`config.mk`:
```
export PLATFORM = sky130hd
export DESIGN_NAME = flash_host
export DESIGN_NICKNAME = d
export VERILOG_FILES = /design/src/flash_host_pkg.sv /design/src/flash_host.sv /design/src/bus_cycle.sv
export SDC_FILE = /design/constraint.sdc
export NUM_CORES = 1
export LEC_CHECK = 0
export BUFFER_PORTS_ARGS = -buffer_cell sky130_fd_sc_hd__buf_4
export CAP_MARGIN = 10
export CORE_UTILIZATION = 50
export DETAILED_ROUTE_END_ITERATION = 6
export PLACE_DENSITY = 0.73
export SLEW_MARGIN = 40
export SYNTH_ARGS = -nofsm -noshare
export SYNTH_HDL_FRONTEND = slang
export SYNTH_SLANG_ARGS = --single-unit
```
`constraint.sdc`:
```
create_clock -name clk -period 4.1 [get_ports clk]
set_input_delay 0.82 -clock clk [delete_from_list [all_inputs] [get_ports clk]]
set_output_delay 0.82 -clock clk [all_outputs]
set_load 0.01 [all_outputs]
```
`src/flash_host_pkg.sv`:
```
// constants and types for the parallel flash host controller
// assumes a byte-wide asynchronous flash with unlock-style command sequences
package flash_host_pkg;
    localparam int ADDR_W = 19;
    localparam int DATA_W = 8;
    localparam int CLK_PERIOD_NS = 10;
    // access time before read data is valid, and write pulse widths
    localparam int ACCESS_NS = 55;
    localparam int WR_PULSE_NS = 30;
    localparam int SETUP_NS = 10;
    localparam int ACCESS_CYC =
        (ACCESS_NS + CLK_PERIOD_NS - 1) / CLK_PERIOD_NS;
    localparam int WR_PULSE_CYC =
        (WR_PULSE_NS + CLK_PERIOD_NS - 1) / CLK_PERIOD_NS;
    localparam int SETUP_CYC = (SETUP_NS + CLK_PERIOD_NS - 1) / CLK_PERIOD_NS;
    localparam int CNT_W = 4;
    // command sequence addresses and data
    localparam logic [ADDR_W-1:0] UNLOCK1_ADDR = 19'h0_0555;
    localparam logic [ADDR_W-1:0] UNLOCK2_ADDR = 19'h0_02AA;
    localparam logic [DATA_W-1:0] UNLOCK1_DATA = 8'hAA;
    localparam logic [DATA_W-1:0] UNLOCK2_DATA = 8'h55;
    localparam logic [DATA_W-1:0] AUTOSEL_CMD = 8'h90;
    localparam logic [DATA_W-1:0] RESET_CMD = 8'hF0;
    // autoselect low-address offsets
    localparam logic [7:0] ID_MAKER_OFS = 8'h00;
    localparam logic [7:0] ID_PART_OFS = 8'h01;
    localparam logic [7:0] ID_PROT_OFS = 8'h02;
    localparam int SECTOR_LSB = 16;
    // position of the timeout flag in read data
    localparam int TIMEOUT_FLAG_BIT = 5;
    localparam int SECTOR_W = 3;
    // host operations
    typedef enum logic [2:0] {
        OP_READ = 3'h0,
        OP_WRITE = 3'h1,
        OP_RESET = 3'h2,
        OP_AUTOSEL = 3'h3,
        OP_ID_MAKER = 3'h4,
        OP_ID_PART = 3'h5,
        OP_ID_PROT = 3'h6
    } op_t;
    typedef struct packed {
        op_t op;
        logic [ADDR_W-1:0] addr;
        logic [DATA_W-1:0] data;
    } req_t;
    typedef struct packed {
        logic ce_n;
        logic oe_n;
        logic we_n;
        logic [ADDR_W-1:0] addr;
        logic [DATA_W-1:0] dout;
        logic doe;
    } pins_t;
    function automatic logic [ADDR_W-1:0] sector_base(
        input logic [SECTOR_W-1:0] s);
        sector_base = {s, 16'h0000};
    endfunction
endpackage

```
`src/flash_host.sv`:
```
// host controller sequencing reads, writes and flash command sequences
// assumes a single flash part on the pins; no clock on the flash side
`timescale 1ns/100ps
`default_nettype none
module flash_host (
    // clock and reset
    input wire logic clk,
    input wire logic rst_n,
    // user request
    input wire logic req_valid,
    input wire flash_host_pkg::req_t req,
    output logic req_ready,
    // user answer
    output logic rsp_valid,
    output logic [flash_host_pkg::DATA_W-1:0] rsp_data,
    output logic autoselect_active,
    output logic timeout_seen,
    // flash pins
    output logic chip_en_n,
    output logic out_en_n,
    output logic write_en_n,
    output logic [flash_host_pkg::ADDR_W-1:0] flash_addr,
    input wire logic [flash_host_pkg::DATA_W-1:0] data_bus_in,
    output logic [flash_host_pkg::DATA_W-1:0] data_bus_out,
    output logic data_bus_oe
);
    typedef enum logic [3:0] {
        H_IDLE = 4'b0001,
        H_SEQ = 4'b0010,
        H_WAIT = 4'b0100,
        H_DONE = 4'b1000
    } h_state_t;
    h_state_t state_r, state_nxt;
    flash_host_pkg::req_t cur_r, cur_nxt;
    logic [1:0] step_r, step_nxt;
    logic asel_r, asel_nxt;
    logic tmo_r, tmo_nxt;
    logic [flash_host_pkg::DATA_W-1:0] data_r, data_nxt;
    logic rsp_r, rsp_nxt;
    logic cyc_start, cyc_wr, cyc_done;
    logic [flash_host_pkg::ADDR_W-1:0] cyc_addr;
    logic [flash_host_pkg::DATA_W-1:0] cyc_wdata, cyc_rdata;
    flash_host_pkg::pins_t pins;

    // index of the last bus cycle for each operation, counted from 0 like the current one
    function automatic logic [1:0] last_step(input flash_host_pkg::op_t op);
        case (op)
            flash_host_pkg::OP_AUTOSEL: last_step = 2'd2;
            default: last_step = 2'd0;
        endcase
    endfunction

    always_comb begin
        cyc_wr = 1'b0;
        cyc_addr = cur_r.addr;
        cyc_wdata = cur_r.data;
        case (cur_r.op)
            flash_host_pkg::OP_WRITE: cyc_wr = 1'b1;
            flash_host_pkg::OP_RESET: begin
                cyc_wr = 1'b1;
                cyc_wdata = flash_host_pkg::RESET_CMD;
            end
            flash_host_pkg::OP_AUTOSEL: begin
                cyc_wr = 1'b1;
                case (step_r)
                    2'd0: begin
                        cyc_addr = flash_host_pkg::UNLOCK1_ADDR;
                        cyc_wdata = flash_host_pkg::UNLOCK1_DATA;
                    end
                    2'd1: begin
                        cyc_addr = flash_host_pkg::UNLOCK2_ADDR;
                        cyc_wdata = flash_host_pkg::UNLOCK2_DATA;
                    end
                    default: begin
                        cyc_addr = flash_host_pkg::UNLOCK1_ADDR;
                        cyc_wdata = flash_host_pkg::AUTOSEL_CMD;
                    end
                endcase
            end
            flash_host_pkg::OP_ID_MAKER:
                cyc_addr = {cur_r.addr[flash_host_pkg::ADDR_W-1:8],
                            flash_host_pkg::ID_MAKER_OFS};
            flash_host_pkg::OP_ID_PART:
                cyc_addr = {cur_r.addr[flash_host_pkg::ADDR_W-1:8],
                            flash_host_pkg::ID_PART_OFS};
            flash_host_pkg::OP_ID_PROT:
                cyc_addr = flash_host_pkg::sector_base(
                    cur_r.addr[flash_host_pkg::SECTOR_LSB +:
                               flash_host_pkg::SECTOR_W])
                    | {11'h000, flash_host_pkg::ID_PROT_OFS};
            default: cyc_addr = cur_r.addr;
        endcase
    end

    assign cyc_start = (state_r == H_SEQ);

    always_comb begin
        state_nxt = state_r;
        cur_nxt = cur_r;
        step_nxt = step_r;
        asel_nxt = asel_r;
        tmo_nxt = tmo_r;
        data_nxt = data_r;
        rsp_nxt = 1'b0;
        case (state_r)
            H_IDLE: begin
                if (req_valid) begin
                    cur_nxt = req;
                    step_nxt = 2'd0;
                    state_nxt = H_SEQ;
                end
            end
            H_SEQ: state_nxt = H_WAIT;
            H_WAIT: begin
                if (cyc_done) begin
                    if (step_r == last_step(cur_r.op)) begin
                        state_nxt = H_DONE;
                    end else begin
                        step_nxt = step_r + 2'd1;
                        state_nxt = H_SEQ;
                    end
                end
            end
            H_DONE: begin
                rsp_nxt = 1'b1;
                data_nxt = cyc_rdata;
                case (cur_r.op)
                    flash_host_pkg::OP_AUTOSEL: asel_nxt = 1'b1;
                    flash_host_pkg::OP_RESET: begin
                        asel_nxt = 1'b0;
                        tmo_nxt = 1'b0;
                    end
                    // any other write leaves autoselect
                    flash_host_pkg::OP_WRITE: asel_nxt = 1'b0;
                    flash_host_pkg::OP_READ:
                        if (cyc_rdata[flash_host_pkg::TIMEOUT_FLAG_BIT])
                            tmo_nxt = 1'b1;
                    default: asel_nxt = asel_r;
                endcase
                state_nxt = H_IDLE;
            end
            default: state_nxt = H_IDLE;
        endcase
    end

    always_ff @(posedge clk) begin
        if (!rst_n) begin
            state_r <= H_IDLE;
            cur_r <= '0;
            step_r <= 2'd0;
            asel_r <= 1'b0;
            tmo_r <= 1'b0;
            data_r <= '0;
            rsp_r <= 1'b0;
        end else begin
            state_r <= state_nxt;
            cur_r <= cur_nxt;
            step_r <= step_nxt;
            asel_r <= asel_nxt;
            tmo_r <= tmo_nxt;
            data_r <= data_nxt;
            rsp_r <= rsp_nxt;
        end
    end

    bus_cycle u_cycle (
        .clk(clk),
        .rst_n(rst_n),
        .start(cyc_start),
        .is_write(cyc_wr),
        .addr(cyc_addr),
        .wdata(cyc_wdata),
        .done(cyc_done),
        .rdata(cyc_rdata),
        .pins(pins),
        .data_bus_in(data_bus_in)
    );

    assign req_ready = (state_r == H_IDLE);
    assign rsp_valid = rsp_r;
    assign rsp_data = data_r;
    assign autoselect_active = asel_r;
    assign timeout_seen = tmo_r;
    assign chip_en_n = pins.ce_n;
    assign out_en_n = pins.oe_n;
    assign write_en_n = pins.we_n;
    assign flash_addr = pins.addr;
    assign data_bus_out = pins.dout;
    assign data_bus_oe = pins.doe;

    AST_AUTOSEL_SEQ: assert property (@(posedge clk) disable iff (!rst_n)
        (state_r == H_DONE && cur_r.op == flash_host_pkg::OP_AUTOSEL)
        |=> asel_r)
        else $error("autoselect flag not set after sequence");
    AST_RESET_EXIT: assert property (@(posedge clk) disable iff (!rst_n)
        (state_r == H_DONE && cur_r.op == flash_host_pkg::OP_RESET)
        |=> (!asel_r && !tmo_r))
        else $error("reset command did not clear mode");
    AST_ASEL_HOLD: assert property (@(posedge clk) disable iff (!rst_n)
        ($fell(asel_r)) |-> $past(cur_r.op) inside
        {flash_host_pkg::OP_RESET, flash_host_pkg::OP_WRITE})
        else $error("autoselect left without a write");
    AST_PROT_ADDR: assert property (@(posedge clk) disable iff (!rst_n)
        (cyc_start && cur_r.op == flash_host_pkg::OP_ID_PROT)
        |-> cyc_addr[7:0] == flash_host_pkg::ID_PROT_OFS)
        else $error("protection read at wrong low address");
    AST_ID_ADDR: assert property (@(posedge clk) disable iff (!rst_n)
        (cyc_start && cur_r.op == flash_host_pkg::OP_ID_PART)
        |-> cyc_addr[7:0] == flash_host_pkg::ID_PART_OFS)
        else $error("part code read at wrong address");
    AST_READY_IDLE: assert property (@(posedge clk) disable iff (!rst_n)
        rsp_r |-> req_ready)
        else $error("controller stuck after answer");
    AST_CE_IDLE: assert property (@(posedge clk) disable iff (!rst_n)
        (state_r == H_IDLE) |-> (chip_en_n && !data_bus_oe))
        else $error("flash selected while idle");
    AST_TMO_SET: assert property (@(posedge clk) disable iff (!rst_n)
        (state_r == H_DONE && cur_r.op == flash_host_pkg::OP_READ
         && cyc_rdata[flash_host_pkg::TIMEOUT_FLAG_BIT]) |=> tmo_r)
        else $error("timeout flag missed");
    COV_READ: cover property (@(posedge clk)
        rsp_r && cur_r.op == flash_host_pkg::OP_READ);
    COV_ASEL: cover property (@(posedge clk) $rose(asel_r));
    COV_RESET: cover property (@(posedge clk) $fell(asel_r));
    COV_TMO: cover property (@(posedge clk) $rose(tmo_r));
endmodule // flash_host
`default_nettype wire

```
`src/bus_cycle.sv`:
```
// one flash bus cycle (read or write) with timed strobes
// assumes the caller holds the request stable while busy
`timescale 1ns/100ps
`default_nettype none
module bus_cycle (
    // clock and reset
    input wire logic clk,
    input wire logic rst_n,
    // cycle request
    input wire logic start,
    input wire logic is_write,
    input wire logic [flash_host_pkg::ADDR_W-1:0] addr,
    input wire logic [flash_host_pkg::DATA_W-1:0] wdata,
    output logic done,
    output logic [flash_host_pkg::DATA_W-1:0] rdata,
    // flash pins
    output flash_host_pkg::pins_t pins,
    input wire logic [flash_host_pkg::DATA_W-1:0] data_bus_in
);
    typedef enum logic [3:0] {
        BC_IDLE = 4'b0001,
        BC_SETUP = 4'b0010,
        BC_STROBE = 4'b0100,
        BC_HOLD = 4'b1000
    } bc_state_t;
    bc_state_t state_r, state_nxt;
    logic [flash_host_pkg::CNT_W-1:0] cnt_r, cnt_nxt;
    logic wr_r, wr_nxt;
    flash_host_pkg::pins_t pins_r, pins_nxt;
    logic [flash_host_pkg::DATA_W-1:0] rdata_r, rdata_nxt;
    logic [flash_host_pkg::DATA_W-1:0] sync1_r, sync2_r;
    logic done_r, done_nxt;

    always_comb begin
        state_nxt = state_r;
        cnt_nxt = cnt_r;
        wr_nxt = wr_r;
        pins_nxt = pins_r;
        rdata_nxt = rdata_r;
        done_nxt = 1'b0;
        case (state_r)
            BC_IDLE: begin
                if (start) begin
                    wr_nxt = is_write;
                    pins_nxt.addr = addr;
                    pins_nxt.dout = wdata;
                    pins_nxt.ce_n = 1'b0;
                    pins_nxt.oe_n = 1'b1;
                    pins_nxt.doe = is_write;
                    cnt_nxt =
                        flash_host_pkg::CNT_W'(flash_host_pkg::SETUP_CYC);
                    state_nxt = BC_SETUP;
                end
            end
            BC_SETUP: begin
                if (cnt_r <= 1) begin
                    if (wr_r) begin
                        pins_nxt.we_n = 1'b0;
                        cnt_nxt = flash_host_pkg::CNT_W'(
                            flash_host_pkg::WR_PULSE_CYC);
                    end else begin
                        pins_nxt.oe_n = 1'b0;
                        // two sync stages add to the access wait
                        cnt_nxt = flash_host_pkg::CNT_W'(
                            flash_host_pkg::ACCESS_CYC + 2);
                    end
                    state_nxt = BC_STROBE;
                end else begin
                    cnt_nxt = cnt_r - 1'b1;
                end
            end
            BC_STROBE: begin
                if (cnt_r <= 1) begin
                    // write strobe rises first: data taken there
                    pins_nxt.we_n = 1'b1;
                    pins_nxt.oe_n = 1'b1;
                    if (!wr_r)
                        rdata_nxt = sync2_r;
                    state_nxt = BC_HOLD;
                end else begin
                    cnt_nxt = cnt_r - 1'b1;
                end
            end
            BC_HOLD: begin
                pins_nxt.ce_n = 1'b1;
                pins_nxt.doe = 1'b0;
                done_nxt = 1'b1;
                state_nxt = BC_IDLE;
            end
            default: state_nxt = BC_IDLE;
        endcase
    end

    always_ff @(posedge clk) begin
        if (!rst_n) begin
            state_r <= BC_IDLE;
            cnt_r <= '0;
            wr_r <= 1'b0;
            pins_r <= '{ce_n: 1'b1, oe_n: 1'b1, we_n: 1'b1, addr: '0,
                        dout: '0, doe: 1'b0};
            rdata_r <= '0;
            done_r <= 1'b0;
            sync1_r <= '0;
            sync2_r <= '0;
        end else begin
            state_r <= state_nxt;
            cnt_r <= cnt_nxt;
            wr_r <= wr_nxt;
            pins_r <= pins_nxt;
            rdata_r <= rdata_nxt;
            done_r <= done_nxt;
            sync1_r <= data_bus_in;
            sync2_r <= sync1_r;
        end
    end

    assign pins = pins_r;
    assign rdata = rdata_r;
    assign done = done_r;

    AST_WE_PULSE: assert property (@(posedge clk) disable iff (!rst_n)
        $fell(pins_r.we_n) |-> (!pins_r.we_n)[*3])
        else $error("write strobe pulse too short");
    AST_WR_QUAL: assert property (@(posedge clk) disable iff (!rst_n)
        !pins_r.we_n |-> (!pins_r.ce_n && pins_r.oe_n))
        else $error("write strobe without chip enable or with oe");
    AST_OE_WE: assert property (@(posedge clk) disable iff (!rst_n)
        !(!pins_r.oe_n && !pins_r.we_n))
        else $error("oe and we low together");
    AST_DRIVE_OE: assert property (@(posedge clk) disable iff (!rst_n)
        !pins_r.oe_n |-> !pins_r.doe)
        else $error("host drives bus while flash outputs");
endmodule // bus_cycle
`default_nettype wire

```
==> out/summary.md, run 1 <==
The flow ran to the end, and the final reports show no timing, DRC or antenna violations. The time the final worst path needs with I/O delays and setup is 2.42 ns, and the leakage power figure is 2.06 nW. The async set-or-reset flop fraction in the synthesized netlist works out to 0. The worst flop-to-flop path endpoint was u_cycle.rdata[6]$_SDFFE_PN0P_. The first global-routing pass estimated 16.5 mm of wire. For the clock latency on the worst-skew pair, the log shows 0.38 ns. The classification of the worst setup path is flop to output pin.

The sequential element share of the synthesized area was 0.515. The layout has 726 filler cells. At the worst endpoint, the required time is 3.28 ns. For this run, the post-layout net count is 626. The post-placement worst setup slack was 1.83 ns; the total iterations of the first detailed-routing run was 5. At the end of routability-driven placement, the weighted congestion stood at 0.848. The number of unique standard cell types used by synthesis was 47.

TritonCTS built the clock tree. After clock tree synthesis, the clock-pin slew on the worst setup and hold paths is 0.11 ns. The sequential cells in the finished layout cover a total of 2240 um2. For the die area, the log shows 9080 um2. The count of nets left with antenna violations once routing finished came out at 0. The run gives 0.524 as the starting utilization of the core area.

The maximum fanout count along the critical path was 10. After detailed routing, the average wire length per cell comes to 15.0 um. The floorplan has 33 rows.

For the count of boundary I/O pins, the log shows 84. The placed instances occupy a cell area of 4980 um2. The transition time of the tightest slew-check pin works out to 0.671 ns.

The min-delay analysis places its worst path in the category flop to flop. Setup repair after global routing left no endpoint under its margin. A synthesized cell averages 8.42 um2. The logs give 244 uV for the largest voltage drop on the vdd net and 0 for the count of warnings emitted by yosys. The deepest clock path buffer count is 2, and the total power per unit cell area is 386 nW/um2.

The total via count after detailed routing came out at 3816. The run gives 0.237 as the total global-route track usage. STA classifies the critical path startpoint as a flop. Number of global-route vias before repair: 3359. The synthesis-stage register bit count works out to 112. For the register-to-register setup slack, the log shows 2.02 ns. The arrival time at the worst endpoint is 1.60 ns, and the number of enable-type register cells in the synthesized netlist is 0. The placed wire-length estimate is 6.90 mm. For the total number of clock tree sinks, the log shows 112. Leading register cell type out of synthesis: dfxtp_1. Summing every instance area after synthesis gives 4350 um2. The setup slack of the critical path after layout was 1.68 ns; the number of instances in the synthesized netlist was 517.

The tools report the startpoint of the worst register-to-register path as u_cycle.state_r[2]$_SDFFE_PN0P_. The portion of the clock cycle consumed by the worst path in the final layout came out at 0.590. The run gives 0.0133 ns as the clock tree skew after final layout. From bottom edge to top edge, the die measures 95.3 um. The growth of design area from synthesis to finish is 19.2%, and the H-tree depth reported by CTS is 3. For the number of max-slew violations in the final report, the log shows 0. The horizontal die dimension is 95.3 um. The multi-input combinational cells in the finished layout cover a total of 1910 um2.

Gates resized during post-CTS repair numbered 0. For the final hold violation count, the log shows 0. For the largest net degree at the start of global routing, the log shows 43. The tools report the antenna cell count as 0.

The share of the core filled with cells was 0.625. The residual DRC count is 0, and the cell depth of the worst flop-to-flop path is 4. Global routing finished with a remaining overflow of 0. For the violation count after the first detailed-route iteration, the log shows 346. The critical path startpoint was state_r[0]$_SDFFE_PN1P_.

The final-layout worst hold slack was 0.448 ns; the accumulated negative setup slack was 0 ns. When the netlist entered floorplanning its net count stood at 564. The logs give 0 for the number of antenna violations at the first check in global routing and 0 for the count of final setup violators. The post-detailed-routing wire length is 10.3 mm, and the number of port buffers is 83. The critical path ends at req_ready.

Library cell used as clock root buffer: clkbuf_8. Dividing the detail-routed via count by the number of cells gives 5.54. Core area: 8300 um2. The run gives 9 as the TritonCTS buffer count.

The post-route cell area came out at 5190 um2. After clock tree synthesis, the setup repair step added 0 buffers. The tools report the number of violations of the max-capacitance limit as 0. The logs give 413 MHz for the highest clock rate and 0.552 for the headroom to the max-slew limit. STA classifies the critical path endpoint as an output pin. The share of layout cells above drive strength 1 was 0.197.

Buffers inserted to repair hold after CTS numbered 0.
power by group:
| group | switching [mW] | leakage [nW] | total (mW) | internal [mW] |
|---|---|---|---|---|
| sequential | 0.0256 | 0.911 | 1.15 | 1.12 |
| combinational | 0.0900 | 1.04 | 0.158 | 0.0680 |
| clock | 0.401 | 0.103 | 0.697 | 0.296 |
| total | 0.516 | 2.06 | 2.00 | 1.49 |
cells in the mapped netlist, drive strengths merged (4+ instances only):
library cell | n | area, um2
nand2 | 116 | 435
dfxtp | 112 | 2240
a21oi | 77 | 385
o21ai | 28 | 140
clkbuf | 21 | 78.8
nand3 | 21 | 105
nor2 | 21 | 78.8
and2 | 19 | 119
inv | 14 | 52.6
buf | 13 | 77.6
nor4b | 7 | 80.1
ha | 6 | 75.1
a221oi | 5 | 43.8
nand3b | 5 | 37.5
nor3 | 4 | 20.0
or3 | 4 | 25.0
worst min-delay path by stage:
stage / start / endpoint / slack [ns] / cells after the start
finish: u_cycle.sync1_r[3]$_SDFF_PN0_ / u_cycle.sync2_r[3]$_SDFF_PN0_ / 0.45 / 1
global route: u_cycle.sync1_r[5]$_SDFF_PN0_ / u_cycle.sync2_r[5]$_SDFF_PN0_ / 0.47 / 1
CTS: u_cycle.sync1_r[3]$_SDFF_PN0_ / u_cycle.sync2_r[3]$_SDFF_PN0_ / 0.45 / 1
detailed placement: u_cycle.sync1_r[5]$_SDFF_PN0_ / u_cycle.sync2_r[5]$_SDFF_PN0_ / 0.42 / 1
global placement: u_cycle.sync1_r[6]$_SDFF_PN0_ / u_cycle.sync2_r[6]$_SDFF_PN0_ / 0.41 / 1
floorplan: u_cycle.sync1_r[0]$_SDFF_PN0_ / u_cycle.sync2_r[0]$_SDFF_PN0_ / 0.41 / 1
per-stage QoR:
| step | instances | total power [mW] |
|---|---|---|
| after floorplan | 517 | 1.27 |
| after global placement | 673 | 1.32 |
| after detailed placement | 673 | 1.33 |
| after CTS | 689 | 2.01 |
| after global routing | 689 | 2.09 |
| final | 689 | 2.00 |
critical path, stage by stage (launching register included):
cell and delay [ns]:
dfxtp_1 0.53, nor4b_2 0.49, buf_4 0.21
flip-flops by register name, summed over array words and instances, names as in the netlist:
name	count
state_r	4
u_cycle.pins	31
u_cycle.state_r	4
u_cycle.sync1_r	8
cur_r	30
rsp_data	8
u_cycle.rdata	8
u_cycle.cnt_r	4
u_cycle.done	1
u_cycle.wr_r	1
u_cycle.sync2_r	8
rsp_valid	1
step_r	2
timeout_seen	1
autoselect_active	1
cell usage in the layout (no fill, tap or decap), drive strengths merged, types with 2 or more instances in the layout:
cell type and count:
a31o 2, nor4 2, a221oi 5, a21oi 77, dfxtp 112, nand2b 2, nor4b 7, o31ai 2
mux2i 2, inv 19, nor2b 2, clkbuf 9, buf 85, or3 4, o2111ai 3, nand2 116
nor3 4, nand3b 5, xor2 2, or2 2, and2 19, o211ai 3, ha 6, o221ai 2
a211o 3, nand3 21, a21boi 2, nor2 21, o21ai 28
routing by layer:
metal | global-route usage | routed length (um)
met1 | 0.341 | 4940
met2 | 0.356 | 4710
met3 | 0.0494 | 568
met4 | 0.0707 | 109
met5 | 0 | 0
cell type report:
class,count,area share
inverters,14,0.0101
repair buffers,85,0.123
well taps,105,0.0253
clock inverters,7,0.0162
multi-input cells,357,0.369
clock buffers,9,0.0239
flip-flops and latches,112,0.432
cells by family (layout without fill, tap and decap cells):
group           Yosys count  in the layout  synth area share
mux                       2              2           0.00546
flops                   112            112             0.515
fa+ha+maj                 6              6            0.0173
buf+inv                  48            115            0.0480
simple gates            213            213             0.233
compound gates          134            134             0.177
xor+xnor                  2              2           0.00403
(Power assumes the default switching activity.)
==> run 2: changes to the inputs <==
Settings changed: CORE_UTILIZATION 50 to 49, PLACE_DENSITY 0.73 to 0.75.
Clock period 4.1 ns to 2.2 ns, I/O delays scaled along.
==> run 2 against run 1 <==
Net effect: worst hold slack worse by 0.17 ns; first-iteration DRC count up 14%; utilization shrank 1.6 points; final cell count rose by 2.2%; largest cell class unchanged; sequential power is 85% higher; register-to-register slack worse by 1.8 ns; clock skew decreased by 0.0080 ns.
==> out/summary.md, run 2 (synthesis results as in run 1) <==
The final hold violation count came out at 0 (unchanged). The internal power came out at 2.88 mW (was 1.49 mW). Classification of the worst setup path: flop to flop (was flop to output pin).

The post-CTS setup buffer count was 0 (unchanged); the H-tree depth reported by CTS was 3 (unchanged). The sum of internal, switching and leakage power is 3.79 mW (was 2.00 mW), and the die area is 9260 um2 (was 9080 um2). The leftover overflow at the end of global routing is 0 (unchanged), and the portion of the clock cycle consumed by the worst path in the final layout is 0.888. Setup repair after global routing left no endpoint under its margin. The maximum fanout count along the critical path is 10 (unchanged).

The flip-flop count of the largest register after layout was 31 (unchanged); the vertical die dimension was 96.2 um (was 95.3 um). The sequential share of power was 0.562 (was 0.573); the highest clock rate was 512 MHz. The growth of design area from synthesis to finish was 21.4% (was 19.2%); the cell area after placement was 5060 um2 (was 4980 um2). The run finished with clean final reports. The tools report the library cell used as clock root buffer as clkbuf_8 (unchanged). The horizontal die dimension is 96.2 um (was 95.3 um). The endpoint class of the critical path was a flop (was an output pin). The run gives 2.13 nW (was 2.06 nW) as the leakage power figure. The footprint of the flip-flops and latches was 2240 um2 (unchanged). The commonest non-fill, non-tap cell in the layout is nand2_1 (unchanged). Clock-pin slew reported for the worst setup and hold paths after clock tree synthesis: 0.10 ns (was 0.11 ns). The count of boundary I/O pins was 84 (unchanged); the cell depth of the worst flop-to-flop path was 6 (was 4). The tools report the violation count after the first detailed-route iteration as 396 (was 346). The share of layout cells above drive strength 1 came out at 0.205 (was 0.197).

The post-detailed-routing wire length is 9.93 mm (was 10.3 mm), and the number of port buffers is 83 (unchanged). The net load switching power is 910 uW (was 516 uW). Slowest stage cell on the critical path: or4_1 (was dfxtp_1). For the starting utilization of the core area, the log shows 0.501 (was 0.524). Weighted congestion at the end of routability-driven global placement: 0.819 (was 0.848).

TritonCTS built the clock tree. The total power per unit cell area was 718 nW/um2 (was 386 nW/um2); the clock latency on the worst-skew pair was 0.36 ns (was 0.38 ns). The number of max-slew violations in the final report was 0 (unchanged). The count of filler cells inserted in the layout is 783 (was 726), and the hold-fix buffer count after cts is 0 (unchanged). The logs give 0 (unchanged) for the number of gates resized after CTS and 5290 um2 (was 5190 um2) for the post-route cell area.

The proportion of total power due to net switching was 0.240 (was 0.258). Part of the power in the clock network: 0.357 (was 0.348). Startpoint of the worst register-to-register path: u_cycle.cnt_r[0]$_SDFFE_PN0P_ (was u_cycle.state_r[2]$_SDFFE_PN0P_).

The antenna cell count is 0 (unchanged). The run gives 0.224 (was 0.237) as the total global-route track usage. The combinational cell fraction of total power was 0.081 (was 0.079); the largest voltage drop on the vdd net was 445 uV (was 244 uV). For the placed wire-length estimate, the log shows 6.95 mm (was 6.90 mm). The detail-routed via count per cell is 5.34 (was 5.54), and the transition time of the tightest slew-check pin is 0.767 ns (was 0.671 ns). The largest net degree at the start of global routing is 40 (was 43). The end point of the most critical hold path is u_cycle.sync1_r[2]$_SDFF_PN0_ (was u_cycle.sync2_r[3]$_SDFF_PN0_). For the residual DRC count, the log shows 0 (unchanged). The total number of clock tree sinks came out at 112 (unchanged).

The tools report the count of final setup violators as 0 (unchanged). Kind of path behind the tightest hold check: input pin to flop (was flop to flop). The cell count after placement is 688 (was 673). The arrival time at the worst endpoint was 2.26 ns (was 1.60 ns). The clock tree skew after final layout was 0.00531 ns (was 0.0133 ns); the number of nets still failing antenna checks after routing was 0 (unchanged). The worst path needs 1.95 ns of the cycle, external delays included. The tools report the total iterations of the first detailed-routing run as 4 (was 5). The tools report the accumulated negative setup slack as 0 ns (unchanged). The tools report the worst flop-to-flop path endpoint as u_cycle.cnt_r[2]$_SDFFE_PN0P_ (was u_cycle.rdata[6]$_SDFFE_PN0P_). Most used cells in the layout excluding fill and tap cells: nand2_1 (116), dfxtp_1 (112), buf_4 (97) (was nand2_1 (114), dfxtp_1 (112), buf_4 (85)). The total via count after detailed routing is 3762 (was 3816). Critical-path cell list: inv_1, ha_1, or2_2, and3_1, or4_1, a21oi_1 (was nor4b_2, buf_4). The net count reported at finish was 638 (was 626).

The number of standard cells in the final layout excluding fillers came out at 704 (was 689). The data required time of the worst path is 2.50 ns (was 3.28 ns). The tools report the deepest clock path buffer count as 2 (unchanged).

The number of buffer and inverter stages on the critical path is 1 (unchanged), and the delay of the slowest cell on the worst path is 0.43 ns (was 0.53 ns). The cell class contributing the biggest share of worst-path delay was simple AND/OR/NAND/NOR gates (was flip-flops). Floorplan row count: 34 (was 33). The core area is 8680 um2 (was 8300 um2). The tools report the number of violations of the max-capacitance limit as 0 (unchanged). The headroom to the max-slew limit was 0.481 (was 0.552); the number of global-route vias before repair was 3383 (was 3359). The area of combinational cells with multiple inputs is 1900 um2 (was 1910 um2). The number of cells on the worst hold path was 2 (was 1). The number of antenna violations at the first check in global routing was 0 (unchanged). The tools report the launch instance of the worst min-delay path as data_bus_in[2] (was u_cycle.sync1_r[3]$_SDFF_PN0_).

First-pass GRT wire length: 16.1 mm (was 16.5 mm). The per-cell routed wire length was 14.1 um (was 15.0 um); the TritonCTS buffer count was 9 (unchanged). The startpoint type of the worst setup path was a flop (unchanged).

The run gives 0.25 ns (was 2.02 ns) as the register-to-register setup slack.
## run 2: cell count changes in the layout (fill, tap and decap cells not counted)
cell / previous run / this run
buf_4: 85 / 97
inv_6: 4 / 1
and2_1: 17 / 19
and2_2: 2 / 0
clkinv_4: 0 / 2
nand2_1: 114 / 116
nand2_2: 2 / 0
bufinv_16: 1 / 2
clkinv_2: 0 / 1
clkinvlp_4: 1 / 0
nor4b_1: 3 / 4
nor4b_2: 4 / 3
## run 2: stage by stage
step	util	setup slack [ns]	hold slack (ns)
floorplan	-	0.359	0.412
global placement	0.583	0.348	0.420
detailed placement	0.583	0.274	0.421
CTS	0.609	0.251	0.264
global route	0.609	0.142	0.266
finish	0.609	0.247	0.279
## run 2: power groups by stage
stage | combinational, mW | clock (mW) | sequential, mW
floorplan | 0.192 | 0 | 2.17
global placement | 0.302 | 0 | 2.18
detailed placement | 0.308 | 0 | 2.18
CTS | 0.308 | 1.38 | 2.13
global route | 0.345 | 1.46 | 2.14
finish | 0.306 | 1.35 | 2.13
## run 2: worst max-delay path by stage
stage                                             start                            end  depth (start not counted)
after floorplan           u_cycle.cnt_r[0]$_SDFFE_PN0P_  u_cycle.cnt_r[2]$_SDFFE_PN0P_                          7
after global placement    u_cycle.cnt_r[0]$_SDFFE_PN0P_  u_cycle.cnt_r[2]$_SDFFE_PN0P_                          6
after detailed placement  u_cycle.cnt_r[0]$_SDFFE_PN0P_  u_cycle.cnt_r[2]$_SDFFE_PN0P_                          6
after CTS                 u_cycle.cnt_r[0]$_SDFFE_PN0P_  u_cycle.cnt_r[2]$_SDFFE_PN0P_                          6
after global routing      u_cycle.cnt_r[0]$_SDFFE_PN0P_  u_cycle.cnt_r[2]$_SDFFE_PN0P_                          6
final                     u_cycle.cnt_r[0]$_SDFFE_PN0P_  u_cycle.cnt_r[2]$_SDFFE_PN0P_                          6
## run 2: layout make-up
class,count,area share
inverter,14,0.00994
tap,108,0.0256
clock inverter,7,0.0194
multi-input combinational,357,0.360
sequential,112,0.424
timing repair buffer,97,0.138
clock buffer,9,0.0234
## run 2: routing by layer
metal	share of wire	global-route usage	routed length (um)	vias to the layer above
li1	-	-	-	1915
met2	0.48	0.351	4740	94
met4	0.0092	0.0622	91	0
met1	0.46	0.311	4610	1743
met3	0.049	0.0466	487	10
met5	0	0	0	-
==> run 3: changes to the inputs <==
Settings changed: ABC_AREA set to 1.
==> run 3 against run 2 <==
Net effect: sequential power grew 18%; flip-flop and latch count unchanged; clock power is 7% lower; clock skew rose by 0.016 ns; critical endpoint is now req_ready.
==> out/summary.md, run 3 <==
The flow ran to the end, and the final reports show no timing, DRC or antenna violations. Cell type with the largest total area after synthesis: dfxtp_1 (unchanged). The transition time of the tightest slew-check pin is 0.661 ns (was 0.767 ns), and the share of layout cells above drive strength 1 is 0.208 (was 0.205).

For the number of antenna violations at the first check in global routing, the log shows 0 (unchanged). The tools report the endpoint class of the critical path as an output pin (was a flop). The synthesis-stage register bit count is 112 (unchanged).

The die area came out at 9510 um2 (was 9260 um2). The cell count after placement came out at 756 (was 688). The net count reported at finish is 706 (was 638), and the data required time of the worst path is 1.76 ns (was 2.50 ns). For the post-CTS setup buffer count, the log shows 0 (unchanged). The final hold violation count came out at 0 (unchanged).

The largest voltage drop on the vdd net came out at 444 uV (was 445 uV). The TritonCTS buffer count is 9 (unchanged). Number of port buffers: 83 (unchanged). The logs give 0 (unchanged) for the hold-fix buffer count after cts and 0 (unchanged) for the count of warnings emitted by yosys. The arrival time at the worst endpoint was 1.43 ns (was 2.26 ns); the number of nets still failing antenna checks after routing was 0 (unchanged).

Setup repair after global routing left no endpoint under its margin. The library cell used as clock root buffer is clkbuf_8 (unchanged). The tools report the synthesized cell area as 4470 um2 (was 4350 um2). The average cell area after synthesis is 7.63 um2 (was 8.42 um2), and the highest clock rate is 534 MHz (was 512 MHz). The time the final worst path needs with I/O delays and setup works out to 1.87 ns (was 1.95 ns). Antenna cell count: 0 (unchanged).

The count of final setup violators was 0 (unchanged); the flip-flop count of the largest register after layout was 31 (unchanged). Number of unique standard cell types used by synthesis: 30 (was 47). The run gives 586 (was 517) as the number of instances in the synthesized netlist. Synth top area cells: dfxtp_1 (50%), nand2_1 (10%), a21oi_1 (6.5%) (was dfxtp_1 (52%), nand2_1 (10%), a21oi_1 (8.9%)). For the count of filler cells inserted in the layout, the log shows 819 (was 783). Classification of the worst setup path: flop to output pin (was flop to flop).

The detail-routed via count per cell was 5.14 (was 5.34). For the number of global-route vias before repair, the log shows 3877 (was 3383). The clock tree skew after final layout was 0.0211 ns (was 0.00531 ns).

The run gives 2.43 nW (was 2.13 nW) as the leakage power figure. The commonest non-fill, non-tap cell in the layout was nand2_1 (unchanged). The H-tree depth reported by CTS came out at 3 (unchanged).

The per-cell routed wire length is 13.0 um (was 14.1 um). Largest net degree at the start of global routing: 66 (was 40). The starting utilization of the core area was 0.510 (was 0.501); the async set-or-reset flop fraction in the synthesized netlist was 0 (unchanged). Portion of the clock cycle consumed by the worst path in the final layout: 0.852 (was 0.888).

Cell with the most instances after synthesis: nand2_1 (unchanged). Post-detailed-routing wire length: 10.0 mm (was 9.93 mm). Kind of path behind the tightest hold check: input pin to flop (unchanged).

The run gives 112 (unchanged) as the total number of clock tree sinks. The growth of design area from synthesis to finish works out to 19.6% (was 21.4%). The total power per unit cell area works out to 1020 nW/um2 (was 718 nW/um2). Most used cells in the layout excluding fill and tap cells: nand2_1 (122), dfxtp_1 (112), buf_4 (89) (was nand2_1 (116), dfxtp_1 (112), buf_4 (97)).

The vertical die dimension is 97.5 um (was 96.2 um), and the number of standard cells in the final layout excluding fillers is 772 (was 704). The maximum fanout count along the critical path came out at 14 (was 10). The total via count after detailed routing was 3967 (was 3762); the core area was 8760 um2 (was 8680 um2). For the placed wire-length estimate, the log shows 6.90 mm (was 6.95 mm). Total global-route track usage: 0.224 (about the same).

The number of violations of the max-capacitance limit came out at 0 (unchanged). Leading register cell type out of synthesis: dfxtp_1 (unchanged). The horizontal die dimension was 97.5 um (was 96.2 um); the violation count after the first detailed-route iteration was 213 (was 396). The proportion of netlist area held by the largest area contributor was 0.501 (was 0.515); the weighted congestion at the end of routability-driven global placement was 0.788 (was 0.819). The startpoint type of the worst setup path was a flop (unchanged). The number of gates resized after CTS is 0 (unchanged), and the floorplan row count is 34 (unchanged).

The headroom to the max-slew limit is 0.558 (was 0.481). The number of enable-type register cells in the synthesized netlist is 0 (unchanged). For the number of max-slew violations in the final report, the log shows 0 (unchanged). The run gives 0 (unchanged) as the residual DRC count. The leftover overflow at the end of global routing is 0 (unchanged), and the deepest clock path buffer count is 2 (unchanged). The clock-pin slew reported for the worst setup and hold paths after clock tree synthesis was 0.12 ns (was 0.10 ns); the count of boundary I/O pins was 84 (unchanged). For the total iterations of the first detailed-routing run, the log shows 5 (was 4). The first-pass GRT wire length is 17.2 mm (was 16.1 mm). The sequential element share of the synthesized area came out at 0.501 (was 0.515).

For the net count of the mapped netlist, the log shows 633 (was 564). For the accumulated negative setup slack, the log shows 0 ns (unchanged). Top post-synthesis cells by count: nand2_1 (122), dfxtp_1 (112), nor2_1 (68), a21oi_1 (58), o21ai_0 (52) (was nand2_1 (116), dfxtp_1 (112), a21oi_1 (77), o21ai_0 (28)). TritonCTS built the clock tree. The clock latency on the worst-skew pair is 0.39 ns (was 0.36 ns).
run 3: where the power goes:
part	switching, mW	leakage [nW]	internal (mW)
registers	0.203	0.913	2.32
logic	1.06	1.41	0.628
clock network	0.789	0.105	0.459
total	2.05	2.43	3.40
run 3: worst paths after layout:
check / from / end / slack [ns] / depth (start not counted)
setup reg to reg: u_cycle.cnt_r[0]$_SDFFE_PN0P_ / u_cycle.rdata[4]$_SDFFE_PN0P_ / 0.50 / 11
hold / removal: data_bus_in[2] / u_cycle.sync1_r[2]$_SDFF_PN0_ / 0.22 / 3
setup / recovery: state_r[0]$_SDFFE_PN1P_ / req_ready / 0.33 / 4
hold reg to reg: u_cycle.sync1_r[5]$_SDFF_PN0_ / u_cycle.sync2_r[5]$_SDFF_PN0_ / 0.42 / 2
run 3: cell families (layout without fill, tap and decap cells):
family,after synthesis,in the layout,synth area share
AO/OA/AOI/OAI,123,123,0.147
XOR/XNOR,1,1,0.00196
adder cells (fa/ha/maj),6,6,0.0168
buffers and inverters,84,162,0.0789
flip-flops,112,112,0.501
AND/OR/NAND/NOR,260,260,0.254
run 3: critical path: stages, from the launching register on:
cell and delay, ns:
dfxtp_1 0.43, nand2_1 0.12, nor2_4 0.15, buf_4 0.21
buf_4 0.15
run 3: stage by stage:
step / hold WS, ns / area [um2] / power (mW) / setup slack (ns) / utilization
after floorplan: 0.390 / 4470 / 3.73 / 0.756 / -
after global placement: 0.394 / 5140 / 4.20 / 0.566 / 0.586
after detailed placement: 0.399 / 5140 / 4.25 / 0.511 / 0.586
after CTS: 0.210 / 5350 / 5.48 / 0.305 / 0.610
after global routing: 0.207 / 5350 / 5.84 / 0.223 / 0.610
final: 0.222 / 5350 / 5.46 / 0.326 / 0.610
run 3: metal layers:
| metal | routed length (um) | up-vias | GRT usage |
|---|---|---|---|
| met4 | 178 | 0 | 0.0792 |
| met2 | 4800 | 86 | 0.389 |
| met5 | 0 | - | 0 |
| met3 | 406 | 15 | 0.0496 |
| li1 | - | 2031 | - |
| met1 | 4660 | 1835 | 0.271 |
run 3: area by class of cell:
class                      count  area [um2]  area share
sequential                   112        2240       0.419
multi-input combinational    390        1880       0.351
timing repair buffer          89         668       0.125
inverter                      57         214      0.0400
tap                          108         135      0.0253
clock buffer                   9         124      0.0232
clock inverter                 7        86.3      0.0161
